<file path="src/rtl/incsz_pkg.sv">
// shared constants for the increment-and-skip-if-zero executor
package incsz_pkg;
  localparam logic [5:0] OPC_UPPER = 6'h0F;  // top six opcode bits 0011 11
  localparam int OPC_MSB = 15;
  localparam int OPC_LSB = 10;
  localparam int DEST_BIT = 9;
  localparam int BANK_BIT = 8;
  localparam int DATA_W = 8;
  localparam int ADDR_W = 12;
  localparam int BSEL_W = 4;
  localparam logic [7:0] INDEX_LIMIT = 8'h5F;   // indexed mode for f <= 95
  localparam logic [7:0] ACCESS_SPLIT = 8'h60;  // lower access half ends here
  localparam logic [3:0] ACCESS_HI_BANK = 4'hF;
  localparam logic [1:0] LAST_QUARTER = 2'h3;
  localparam logic [1:0] FIRST_QUARTER = 2'h0;
  localparam logic [7:0] ZERO_BYTE = 8'h00;
  localparam logic [7:0] ONE_BYTE = 8'h01;
  typedef enum logic [1:0] {
    ST_IDLE,
    ST_EXEC,
    ST_SLOT,
    ST_SLOT2
  } exec_state_t;
endpackage : incsz_pkg

</file>
<file path="src/rtl/increment_skip_if_zero.sv">
// executor for the increment register, skip if zero instruction
//
// Summary of operation
// - match 0011 11da ffff ffff, add one
// - dest bit one writes result to register
// - write-back to register is default destination
// - zero result discards already fetched instruction
// - idle slot replaces it; two cycles
// - skip over two-word instruction takes three
// - bank bit zero uses shared access bank
// - bank bit one uses bank selector
// - extended set, bank zero, f<=95: indexed
// - dest bit zero writes accumulator only
`timescale 1ns/10ps
`default_nettype none
module increment_skip_if_zero (
  input wire logic clock_in,                              // 125 MHz clock
  input wire logic rst_in,                                // sync reset, high
  input wire logic instr_valid_in,                        // word offered
  input wire logic [15:0] instr_in,                       // instruction word
  input wire logic next_two_word_in,                      // next is 2 words
  input wire logic ext_set_in,                            // extended set on
  input wire logic [incsz_pkg::BSEL_W-1:0] bank_sel_in,   // bank selector
  input wire logic [incsz_pkg::ADDR_W-1:0] index_base_in, // index pointer
  input wire logic [incsz_pkg::DATA_W-1:0] rd_data_in,    // file read data
  output logic ready_out,                                 // may take word
  output logic [incsz_pkg::ADDR_W-1:0] addr_out,          // file address
  output logic rd_en_out,                                 // file read
  output logic wr_en_out,                                 // file write
  output logic [incsz_pkg::DATA_W-1:0] wr_data_out,       // file write data
  output logic [incsz_pkg::DATA_W-1:0] accum_out,         // accumulator
  output logic flush_out,                                 // discard fetched
  output logic idle_slot_out,                             // idle slot runs
  output logic status_we_out,                             // flag update
  output logic done_out                                   // instr finished
);
  import incsz_pkg::*;

  // ---------------------------------------------------------------
  // state
  // ---------------------------------------------------------------
  exec_state_t state, next_state;
  logic [1:0] quarter, next_quarter;
  logic dest, next_dest;
  logic two_word, next_two_word;
  logic [DATA_W-1:0] data, next_data;
  logic [ADDR_W-1:0] next_addr;
  logic next_ready, next_rd_en, next_wr_en, next_flush, next_idle_slot;
  logic next_done;
  logic [DATA_W-1:0] next_wr_data, next_accum;
  logic opc_match;
  logic [7:0] fadr;
  logic [ADDR_W-1:0] eff_addr;

  assign opc_match = instr_valid_in &&
                     (instr_in[OPC_MSB:OPC_LSB] == OPC_UPPER);
  assign fadr = instr_in[7:0];

  // ---------------------------------------------------------------
  // address resolution
  // ---------------------------------------------------------------
  always_comb begin
    if (instr_in[BANK_BIT]) begin
      eff_addr = {bank_sel_in, fadr};
    end else if (ext_set_in && fadr <= INDEX_LIMIT) begin
      eff_addr = index_base_in + {4'h0, fadr};
    end else if (fadr < ACCESS_SPLIT) begin
      eff_addr = {4'h0, fadr};
    end else begin
      eff_addr = {ACCESS_HI_BANK, fadr};
    end
  end

  // ---------------------------------------------------------------
  // sequencer
  // ---------------------------------------------------------------
  always_comb begin
    next_state = state;
    next_quarter = quarter + 2'h1;
    next_dest = dest;
    next_two_word = two_word;
    next_data = data;
    next_addr = addr_out;
    next_rd_en = 1'b0;
    next_wr_en = 1'b0;
    next_wr_data = wr_data_out;
    next_accum = accum_out;
    next_flush = 1'b0;
    next_idle_slot = 1'b0;
    next_done = 1'b0;
    next_ready = 1'b0;
    unique case (state)
      ST_IDLE: begin
        next_quarter = FIRST_QUARTER;
        next_ready = 1'b1;
        if (opc_match && ready_out) begin
          // first quarter: decode and address
          next_state = ST_EXEC;
          next_quarter = 2'h1;
          next_ready = 1'b0;
          next_dest = instr_in[DEST_BIT];
          next_two_word = next_two_word_in;
          next_addr = eff_addr;
          next_rd_en = 1'b1;
        end
      end
      ST_EXEC: begin
        unique case (quarter)
          2'h1: next_data = rd_data_in;
          2'h2: next_data = data + ONE_BYTE;
          2'h3: begin
            next_wr_en = dest;
            next_wr_data = data;
            if (!dest) begin
              next_accum = data;
            end
            if (data == ZERO_BYTE) begin
              next_state = ST_SLOT;
              next_flush = 1'b1;
              next_idle_slot = 1'b1;
            end else begin
              next_state = ST_IDLE;
              next_done = 1'b1;
              next_ready = 1'b1;
            end
          end
          default: next_state = ST_IDLE;
        endcase
      end
      ST_SLOT, ST_SLOT2: begin
        next_idle_slot = 1'b1;
        if (quarter == LAST_QUARTER) begin
          if (state == ST_SLOT && two_word) begin
            next_state = ST_SLOT2;
          end else begin
            next_state = ST_IDLE;
            next_idle_slot = 1'b0;
            next_done = 1'b1;
            next_ready = 1'b1;
          end
        end
      end
    endcase
  end

  always_ff @(posedge clock_in) begin
    if (rst_in) begin
      state <= ST_IDLE;
      quarter <= FIRST_QUARTER;
      dest <= 1'b1;
      two_word <= 1'b0;
      data <= ZERO_BYTE;
      addr_out <= '0;
      rd_en_out <= 1'b0;
      wr_en_out <= 1'b0;
      wr_data_out <= ZERO_BYTE;
      accum_out <= ZERO_BYTE;
      flush_out <= 1'b0;
      idle_slot_out <= 1'b0;
      done_out <= 1'b0;
      ready_out <= 1'b0;
      status_we_out <= 1'b0;
    end else begin
      state <= next_state;
      quarter <= next_quarter;
      dest <= next_dest;
      two_word <= next_two_word;
      data <= next_data;
      addr_out <= next_addr;
      rd_en_out <= next_rd_en;
      wr_en_out <= next_wr_en;
      wr_data_out <= next_wr_data;
      accum_out <= next_accum;
      flush_out <= next_flush;
      idle_slot_out <= next_idle_slot;
      done_out <= next_done;
      ready_out <= next_ready;
      status_we_out <= 1'b0;
    end
  end

  // ---------------------------------------------------------------
  // checks
  // ---------------------------------------------------------------
  logic take;
  assign take = opc_match && ready_out;

  AST_MATCH_READ: assert property (
    @(posedge clock_in) disable iff (rst_in)
    take |=> rd_en_out && addr_out == $past(eff_addr))
    else $error("matched opcode did not start a read");

  AST_INCREMENT: assert property (
    @(posedge clock_in) disable iff (rst_in)
    take ##1 rd_en_out |-> ##3
      wr_data_out == $past(rd_data_in, 3) + ONE_BYTE)
    else $error("result is not read value plus one");

  AST_DEST_REG: assert property (
    @(posedge clock_in) disable iff (rst_in)
    take && instr_in[DEST_BIT] |=> ##3 wr_en_out && $stable(accum_out))
    else $error("register destination not written");

  AST_DEST_ACC: assert property (
    @(posedge clock_in) disable iff (rst_in)
    take && !instr_in[DEST_BIT] |=> !wr_en_out [*4] ##0
      accum_out == wr_data_out)
    else $error("accumulator destination misbehaved");

  AST_SKIP: assert property (
    @(posedge clock_in) disable iff (rst_in)
    wr_data_out == ZERO_BYTE && $rose(wr_en_out | flush_out) && flush_out
      |-> idle_slot_out ##1 !flush_out)
    else $error("flush without idle slot");

  AST_FLUSH_ZERO: assert property (
    @(posedge clock_in) disable iff (rst_in)
    flush_out |-> wr_data_out == ZERO_BYTE)
    else $error("flush on nonzero result");

  AST_TWO_CYCLE: assert property (
    @(posedge clock_in) disable iff (rst_in)
    take && !next_two_word_in ##4 flush_out |-> ##4 done_out)
    else $error("skip did not take two cycles");

  AST_THREE_CYCLE: assert property (
    @(posedge clock_in) disable iff (rst_in)
    take && next_two_word_in ##4 flush_out
      |-> (idle_slot_out && !done_out) [*8] ##1 done_out)
    else $error("two-word skip not three cycles");

  AST_NO_SKIP: assert property (
    @(posedge clock_in) disable iff (rst_in)
    wr_en_out && wr_data_out != ZERO_BYTE |-> done_out && !flush_out)
    else $error("nonzero result did not finish in one cycle");

  AST_ACCESS: assert property (
    @(posedge clock_in) disable iff (rst_in)
    take && !instr_in[BANK_BIT] && !ext_set_in
      |=> addr_out[11:8] == 4'h0 || addr_out[11:8] == ACCESS_HI_BANK)
    else $error("access bank address wrong");

  AST_BANKED: assert property (
    @(posedge clock_in) disable iff (rst_in)
    take && instr_in[BANK_BIT] |=> addr_out[11:8] == $past(bank_sel_in))
    else $error("bank selector not used");

  AST_INDEXED: assert property (
    @(posedge clock_in) disable iff (rst_in)
    take && !instr_in[BANK_BIT] && ext_set_in && fadr <= INDEX_LIMIT
      |=> addr_out == $past(index_base_in) + {4'h0, $past(fadr)})
    else $error("indexed address wrong");

  AST_FLAGS: assert property (
    @(posedge clock_in) disable iff (rst_in)
    !status_we_out)
    else $error("status flags touched");

  AST_QUARTERS: assert property (
    @(posedge clock_in) disable iff (rst_in)
    take |=> rd_en_out ##1 !rd_en_out ##2 (wr_en_out || $changed(accum_out)
      || accum_out == wr_data_out))
    else $error("quarter order broken");
endmodule : increment_skip_if_zero
`default_nettype wire

</file>
<file path="config.mk">
export PLATFORM = sky130hd
export DESIGN_NAME = increment_skip_if_zero
export DESIGN_NICKNAME = d
export VERILOG_FILES = /design/src/rtl/incsz_pkg.sv /design/src/rtl/increment_skip_if_zero.sv
export SDC_FILE = /design/constraint.sdc
export NUM_CORES = 1
export LEC_CHECK = 0
export BUFFER_PORTS_ARGS = -buffer_cell sky130_fd_sc_hd__buf_2
export CELL_PAD_IN_SITES_DETAIL_PLACEMENT = 0
export CELL_PAD_IN_SITES_GLOBAL_PLACEMENT = 1
export CORE_AREA = 2 2 86 88
export CTS_CLUSTER_SIZE = 10
export DETAILED_ROUTE_END_ITERATION = 16
export DIE_AREA = 0 0 88 90
export PLACE_DENSITY = 0.8
export SLEW_MARGIN = 5
export SYNTH_ARGS = -nofsm -noshare
export SYNTH_HDL_FRONTEND = slang
export SYNTH_SLANG_ARGS = --single-unit
</file>
<file path="constraint.sdc">
create_clock -name clock_in -period 2.6 [get_ports clock_in]
set_input_delay 0 -clock clock_in [delete_from_list [all_inputs] [get_ports clock_in]]
set_output_delay 0 -clock clock_in [all_outputs]
set_load 0.02 [all_outputs]
</file>
# Yosys cells after proc, flatten, opt, wreduce, memory -nomap -nowiden
# Cells that the tools add are included.
# word_totals
regBits	48
out_inout_bits	35
word_cells	75
# classes
addsub	3
n_lt_le_gt_ge	2
n_eq_ne	10
n_mux	25
n_bitwise	4
n_reduce_logical	17
# op_table
operator	count
2-to-1 mux 12 bit	3
case mux 8 bit (2 select lines)	1
adder 12 x 8 -> 12 bit	1
2-to-1 mux 1 bit	11
2-to-1 mux 2 bit	5
adder 8 x 1 -> 8 bit, second input constant	1
== test 2 bit, second input constant	4
<= comparator 8 x 7 -> 1 bit, second input constant	1
zero test 8 bit	1
less-than comparator 8 x 7 -> 1 bit, second input constant	1
OR reduction 2 bit	4
== test 6 x 4 -> 1 bit, second input constant	1
inequality test 2 bit, second input constant	3
case mux 2 bit (3 select lines)	1
AND reduction 2 bit	3
AND reduction 3 bit	2
== test 2 x 1 -> 1 bit, second input constant	2
logical AND 1 bit	4
inverter 1 bit	4
case mux 1 bit (2 select lines)	2
case mux 2 bit (2 select lines)	1
case mux 1 bit (3 select lines)	1
OR reduction 3 bit	1
adder 2 x 1 -> 2 bit, second input constant	1
other kinds (2)	2

# Logic depth before layout (Yosys ltp)
# Gate-level depths: netlist of run 1.
# depth
ltp_word	5
depth_mapped	9

# Worst setup path before layout of run 1
# OpenSTA, ideal clock, no wires.
# synth_timing
path_type	reg-to-reg
startpoint	reg ready_out
endpoint	reg addr_out[9] (netlist name)
arrival_time_ps	1592
required_time_ps	2468
path_slack_ps	876
path_stages_with_launch	7
n_path_buf	1
cell_sequence	dfxtp_1 -> and4bb_2 -> and3_4 -> buf_6 -> mux2_4 -> a221oi_2 -> o211ai_1
# synth_between
elab_chain_len	2
# synth_lines
item	line_no	text
start: declaration	increment_skip_if_zero.sv:26	output logic ready_out,
start signal: assignment	increment_skip_if_zero.sv:177	ready_out <= next_ready;
logical AND 1 bit	--	
AND reduction 2 bit (no line)	--	
end signal: assignment	increment_skip_if_zero.sv:169	addr_out <= next_addr;
end: declaration	increment_skip_if_zero.sv:27	output logic [incsz_pkg::ADDR_W-1:0] addr_out,
# Every way passes these cells.
# A chain may end at the register's enable or synchronous reset.

# Final worst setup path of run 1
# layout_timing
startpoint	in instr_in[0]
endpoint	reg addr_out[10] (netlist name)
# layout_between
elab_chain_len	4
word_cells_on_any_way	7
cone_classes	add/sub: 1; order compare: 2; mux: 3; reduce/logical: 1
# layout_lines
item	line_no	text
start: declaration	increment_skip_if_zero.sv:20	input wire logic [15:0] instr_in,
less-than comparator 8 x 7 -> 1 bit / <= comparator 8 x 7 -> 1 bit (equally long branches)	increment_skip_if_zero.sv:67, increment_skip_if_zero.sv:65	
2-to-1 mux 12 bit / logical AND 1 bit (equally long branches)	increment_skip_if_zero.sv:67, increment_skip_if_zero.sv:65	
2-to-1 mux 12 bit *	increment_skip_if_zero.sv:65	end else if (ext_set_in && fadr <= INDEX_LIMIT) begin
2-to-1 mux 12 bit *	increment_skip_if_zero.sv:63	if (instr_in[BANK_BIT]) begin
# Mark *: on every way between the ends. The rest lies on a longest branch, timed or not.

==> flow_summary.toml, run 1 <==
[timing]
tightestPinTransition_ns = 0.5837
min_period_ns = 1.928
worst_slack_ns = 0.6725
whs_ns = 0.01417
grt_setup_unrepaired = "false"
max_freq_mhz = 518.8
hold_violations = 0
final-setup-viol-count = 0
tns_ns = 0
fin_skew_ns = 0.005163
max-slew-margin-rel_pct = 60.98
period_share_pct = 74.14
finalMaxSlewViolations = 0

[setup_path]
end_kind = "flop"
path_buf_inv = 3
cp_max_fo = 4
critPathMaxStageDelay_ns = 0.52
cp_cell_sequence = "dlygate4sd3_1 > buf_2 > ha_1 > inv_1 > fa_1 > nor2b_1 > o31a_1 > o21ai_0 > xor2_1 > a21oi_1"
crit_path_top_delay_cell = "dlygate4sd3_1"
required_ns = 2.79
worst_setup_path_start_kind = "input port"
cp-startpoint = "instr_in[0]"
critPathKind = "in -> reg"
cp_data_arrival_time_ns = 2.12
r2r-start = "state[1]"
ff2ff_setup_slack_ns = 0.75
critPathTopFamily = "buffers and inverters"

[floorplan]
die_y_um = 90
core_um2 = 7020
dieWidth_um = 88
core.rowCount = 31
initial_utilization_pct = 37.36
die_area_um2 = 7920
ios = 80

[final_layout]
final_nets = 467
diodes = 0
final_util_pct = 45.64
final_area_um2 = 3204
area_growth_pct = 22.19
drive_gt1_share_pct = 23.90
fillCellCount = 756

[drt]
antenna_left = 0
drtPass1Iterations = 4
wl_um = 6757
drc = 0
vias_per_cell = 5.149
vias = 2621
drt_iter0_drc = 113
wire_per_inst_um = 13.28

[synth]
syn_area_um2 = 2623
postSynth.asyncResetShare_pct = 0
synth_area_leaders = "dfxtp_1 37%, nand2_1 7.0%, a21oi_1 6.7%"
ys_types = 53
synth.ff_latch_count = 48
syn_area_per_cell_um2 = 7.782
synthFlopType = "dfxtp_1"
synth.net_count = 395
yosysWarnings = 0
synth_top_area_share_pct = 36.64
seq_area_frac_synth_pct = 36.64
synth_cells = 337
synth_edf_count = 0
yosysTopAreaCell = "dfxtp_1"

[global_routing]
grt_pass1_wl_um = 10810
grt.overflow.total = 0
grt_pass1_vias = 2355
gr-usage-all-layers_pct = 16.83
grt_max_degree = 43
antenna_found_initial = 0

[clock_tree]
clk_latency_ns = 0.30
clockBufferDepth = 2
htreeDepth = 2
cts_tree = "done"
cts_setup_buffers = 0
clock_sinks = 48
numCtsBuffers = 5
clk_pin_slew_ns = 0.08
cts_root_buffer = "clkbuf_8"

[hold_path]
hp-start = "index_base_in[9]"
hp-class = "in -> reg"

[placement]
port_buffers = 78
place_area_um2 = 3077
place_hpwl_um = 5077
place_ws_ns = 0.7428
place_congestion = 0.8260

[power]
powerDensity_nw_per_um2 = 446.1
peakVddDrop_uv = 215.7
leakage_nw = 1.341

[status]
outcome = "finished clean"

[job]
drv_cap = 0
worst reg2reg max path, cell delays in order, from the launching register on:
cell and delay, ns:
dfxtp_1 0.38, nor2_2 0.26, nand3_1 0.47, and2_1 0.35
o31a_1 0.29
cell usage after synthesis, types with 4 or more instances:
master    count
nor2b_1       6
nand2_1      49
dfxtp_1      48
and3_1        5
a211oi_1     11
nand3_1      16
o21a_1        4
clkbuf_1     15
o21ai_0      16
inv_1        13
a21oi_1      35
a21o_1        4
ha_1         12
and2_1        4
nor3_1       12
nor2_1       26
cell usage in the layout (no fill, tap or decap), types with 3 or more instances in the layout:
master         netlist  layout
o211ai_1             3       3
buf_4                1       4
a21o_1               4       4
clkbuf_8             0       6
o31ai_1              3       3
inv_1               13      13
xor2_1               3       3
nor4_1               3       3
nor3_1              12      12
buf_2                3      78
dfxtp_1             48      48
nand3_1             16      16
nor2b_1              6       6
dlygate4sd3_1        0       3
nor2_1              26      26
a21oi_1             35      35
o21ai_0             16      16
nand2_1             49      49
a22oi_1              3       3
and2_1               4       4
a211oi_1            11      11
o21a_1               4       4
and3_1               5       5
ha_1                12      12
o22ai_1              3       3
nand2b_1             3       3
path summary, 6_finish.rpt:
| kind | endpoint | depth (start not counted) |
|---|---|---|
| worst max-delay path | addr_out[10] | 10 |
| worst min-delay path | addr_out[9] | 3 |
| worst min register to register | accum_out[5] | 2 |
| worst max register to register | addr_out[5] | 4 |
through the flow:
| stage | instances | power, W |
|---|---|---|
| floorplan | 337 | 0.0008958 |
| global placement | 498 | 0.0009669 |
| detailed placement | 498 | 0.0009680 |
| CTS | 509 | 0.001445 |
| global route | 509 | 0.001499 |
| finish | 509 | 0.001429 |
state kept, by name (all words and copies together) (netlist names), 2 cells and up:
name / flops
wr_data_out: 8
state: 2
accum_out: 8
addr_out: 12
quarter: 2
data: 8
logic make-up after synthesis:
kind of cell	Yosys count	share of synthesized area [%]
mux	2	0.9540
buf+inv	34	5.439
simple gates	137	25.00
other cells	1	0.1430
xor+xnor	3	1.002
flops	48	36.64
fa+ha+maj	13	6.488
compound gates	99	24.33
report_power, final:
group	leakage [nW]	internal (W)	switching, W
clock network	0.0434	0.000216	0.000258
logic	0.911	0.0000895	0.000120
registers	0.387	0.000740	0.00000558
total	1.34	0.00105	0.000384
what timing repair did:
action	4_1_cts	5_1_grt
hold endpoints to repair	3	0
setup endpoints to repair	0	0
hold buffers	3	0
resized for setup	0	0
cell type report:
type / instances / area (µm²) / area share [%]
multi-input cells: 255 / 1519 / 47.40
flip-flops and latches: 48 / 960.9 / 29.99
repair buffers: 85 / 450.4 / 14.06
well taps: 99 / 123.9 / 3.866
clock buffers: 6 / 82.58 / 2.577
inverters: 14 / 52.55 / 1.640
clock inverters: 2 / 15.01 / 0.4686
metal layers:
metal	wire, µm	global-route usage (%)	vias up	share of wire, %
met2	3153	27.90	70	47
met4	51	4.872	0	0.75
met3	363	2.571	4	5.4
li1	-	-	1350	-
met5	0	0	-	0
met1	3188	22.35	1197	47
No activity file was read; power rests on OpenSTA's default activity.
==> run 2: changes to the inputs <==
--- a/config.mk
+++ b/config.mk
@@ -8,11 +8,11 @@
 export BUFFER_PORTS_ARGS = -buffer_cell sky130_fd_sc_hd__buf_2
 export CELL_PAD_IN_SITES_DETAIL_PLACEMENT = 0
 export CELL_PAD_IN_SITES_GLOBAL_PLACEMENT = 1
-export CORE_AREA = 2 2 86 88
+export CORE_AREA = 2 2 93 95
 export CTS_CLUSTER_SIZE = 10
 export DETAILED_ROUTE_END_ITERATION = 16
-export DIE_AREA = 0 0 88 90
-export PLACE_DENSITY = 0.8
+export DIE_AREA = 0 0 95 97
+export PLACE_DENSITY = 0.73
 export SLEW_MARGIN = 5
 export SYNTH_ARGS = -nofsm -noshare
 export SYNTH_HDL_FRONTEND = slang
==> constraint.sdc (replaced) <==
create_clock -name clock_in -period 1.6 [get_ports clock_in]
set_input_delay 0 -clock clock_in [delete_from_list [all_inputs] [get_ports clock_in]]
set_output_delay 0 -clock clock_in [all_outputs]
set_load 0.02 [all_outputs]
==> flow_summary.toml, run 2 (same netlist as run 1, synthesis figures left out) <==
[clock_tree]
cts_root_buffer = "clkbuf_8"
clockBufferDepth = 2
clock_sinks = 48
cts_tree = "done"
clk_pin_slew_ns = 0.09
numCtsBuffers = 5
clk_latency_ns = 0.30
htreeDepth = 2

[setup_path]
critPathKind = "reg -> reg"
rr_worst_depth = 5
ff2ff_setup_slack_ns = 0.06
end_kind = "flop"
cp_data_arrival_time_ns = 1.72
r2r-start = "ready_out"
regToRegEndpoint = "addr_out[9]"
required_ns = 1.78
cp_max_fo = 3
worst_setup_path_start_kind = "flop"

[final_layout]
area_growth_pct = 31.39
regMostFlops = "addr_out"
drive_gt1_share_pct = 28.80
fillCellCount = 866
largest_reg_flops = 12
diodes = 0
final_nets = 492
finalNonFillerCells = 539
final_common_cell = "buf_2"
final_util_pct = 42.36
final_cell_mix = "78 x buf_2, 49 x nand2_1, 46 x dfxtp_1"

[drt]
wire_per_inst_um = 13.77
drt_iter0_drc = 51
vias = 2702
drc = 0
wl_um = 7423
drtPass1Iterations = 6
vias_per_cell = 5.013
antenna_left = 0

[global_routing]
grt_pass1_vias = 2708
grt.overflow.total = 0
grt_pass1_wl_um = 12210
gr-usage-all-layers_pct = 16.34
antenna_found_initial = 0
grt_max_degree = 28

[timing]
max_freq_mhz = 647.7
grt_setup_unrepaired = "true"
period_share_pct = 96.49
finalMaxSlewViolations = 0
whs_ns = 0.009761
min_period_ns = 1.544
fin_skew_ns = 0.006709
final-setup-viol-count = 0
hold_violations = 0
worst_slack_ns = 0.05618

[hold_path]
whs_endpoint = "addr_out[9]"
holdPathStages = 3
hp-class = "in -> reg"
hp-start = "index_base_in[9]"

[floorplan]
initial_utilization_pct = 32.24
ios = 80
die_y_um = 97
dieWidth_um = 95
core_um2 = 8134
die_area_um2 = 9215
core.rowCount = 33

[placement]
place_ws_ns = -0.06298
place_hpwl_um = 5778
dpl.cell_count = 527
place_congestion = 0.8332
port_buffers = 78

[power]
leakage_nw = 1.504
peakVddDrop_uv = 363.4
powerDensity_nw_per_um2 = 736.6

[status]
outcome = "finished clean"

[job]
drv_cap = 0
-- run 2: changes by cell type in the layout (fill, tap and decap cells not counted), sizes merged --
cell      previous run  this run
clkinvlp             2         0
buf                 82       107
bufinv               0         1
-- run 2: critical path, stage by stage (launching register included) --
cell      delay (ns)
dfxtp_4         0.34
and4bb_2        0.25
and3_4          0.20
mux2_4          0.30
a221oi_2        0.23
o211ai_1        0.10
-- run 2: stage by stage --
| step | total power (W) | instance area [µm²] | TNS (ns) |
|---|---|---|---|
| after floorplan | 0.001456 | 2626 | -0.01945 |
| after global placement | 0.001607 | 3261 | -0.02641 |
| after detailed placement | 0.001608 | 3261 | -0.1472 |
| after CTS | 0.002566 | 3436 | 0 |
| after global routing | 0.002658 | 3446 | -0.04554 |
| final | 0.002538 | 3446 | 0 |
-- run 2: cell type report --
| type | count | area (µm²) | area share (%) |
|---|---|---|---|
| multi-input combinational | 255 | 1534 | 44.52 |
| tap | 105 | 131.4 | 3.813 |
| clock buffer | 6 | 93.84 | 2.723 |
| inverter | 14 | 52.55 | 1.525 |
| sequential | 48 | 965.9 | 28.03 |
| timing repair buffer | 110 | 638.1 | 18.52 |
| clock inverter | 1 | 30.03 | 0.8715 |
-- run 2: routing by layer --
layer  share of wire, %  global-route usage (%)
met1                 45                   20.60
met2                 48                   28.42
met3                5.9                   3.271
met4                1.0                   3.567
met5                  0                       0
-- run 2: power breakdown --
part           leakage [nW]  internal (W)  switching, W
logic                  1.05      0.000170      0.000207
registers             0.388       0.00120    0.00000897
clock network        0.0624      0.000552      0.000397
-- run 2: worst max path at each step --
stage,cells after the start,slack [ns],endpoint,start
3_5_place_dp,7,-0.06,addr_out[11],instr_in[1]
5_1_grt,5,-0.03,addr_out[9],ready_out
3_3_place_gp,7,-0.01,ready_out,data[0]
2_1_floorplan,6,-0.02,addr_out[9],ready_out
6_report,5,0.06,addr_out[9],ready_out
4_1_cts,6,0.03,data[0],quarter[0]
-- run 2: what timing repair did --
action	CTS	global route
hold endpoints to repair	3	0
pin swaps	0	2
setup buffers	2	0
hold buffers	3	0
endpoints found under the setup margin	4	5
gates resized for setup	1	2
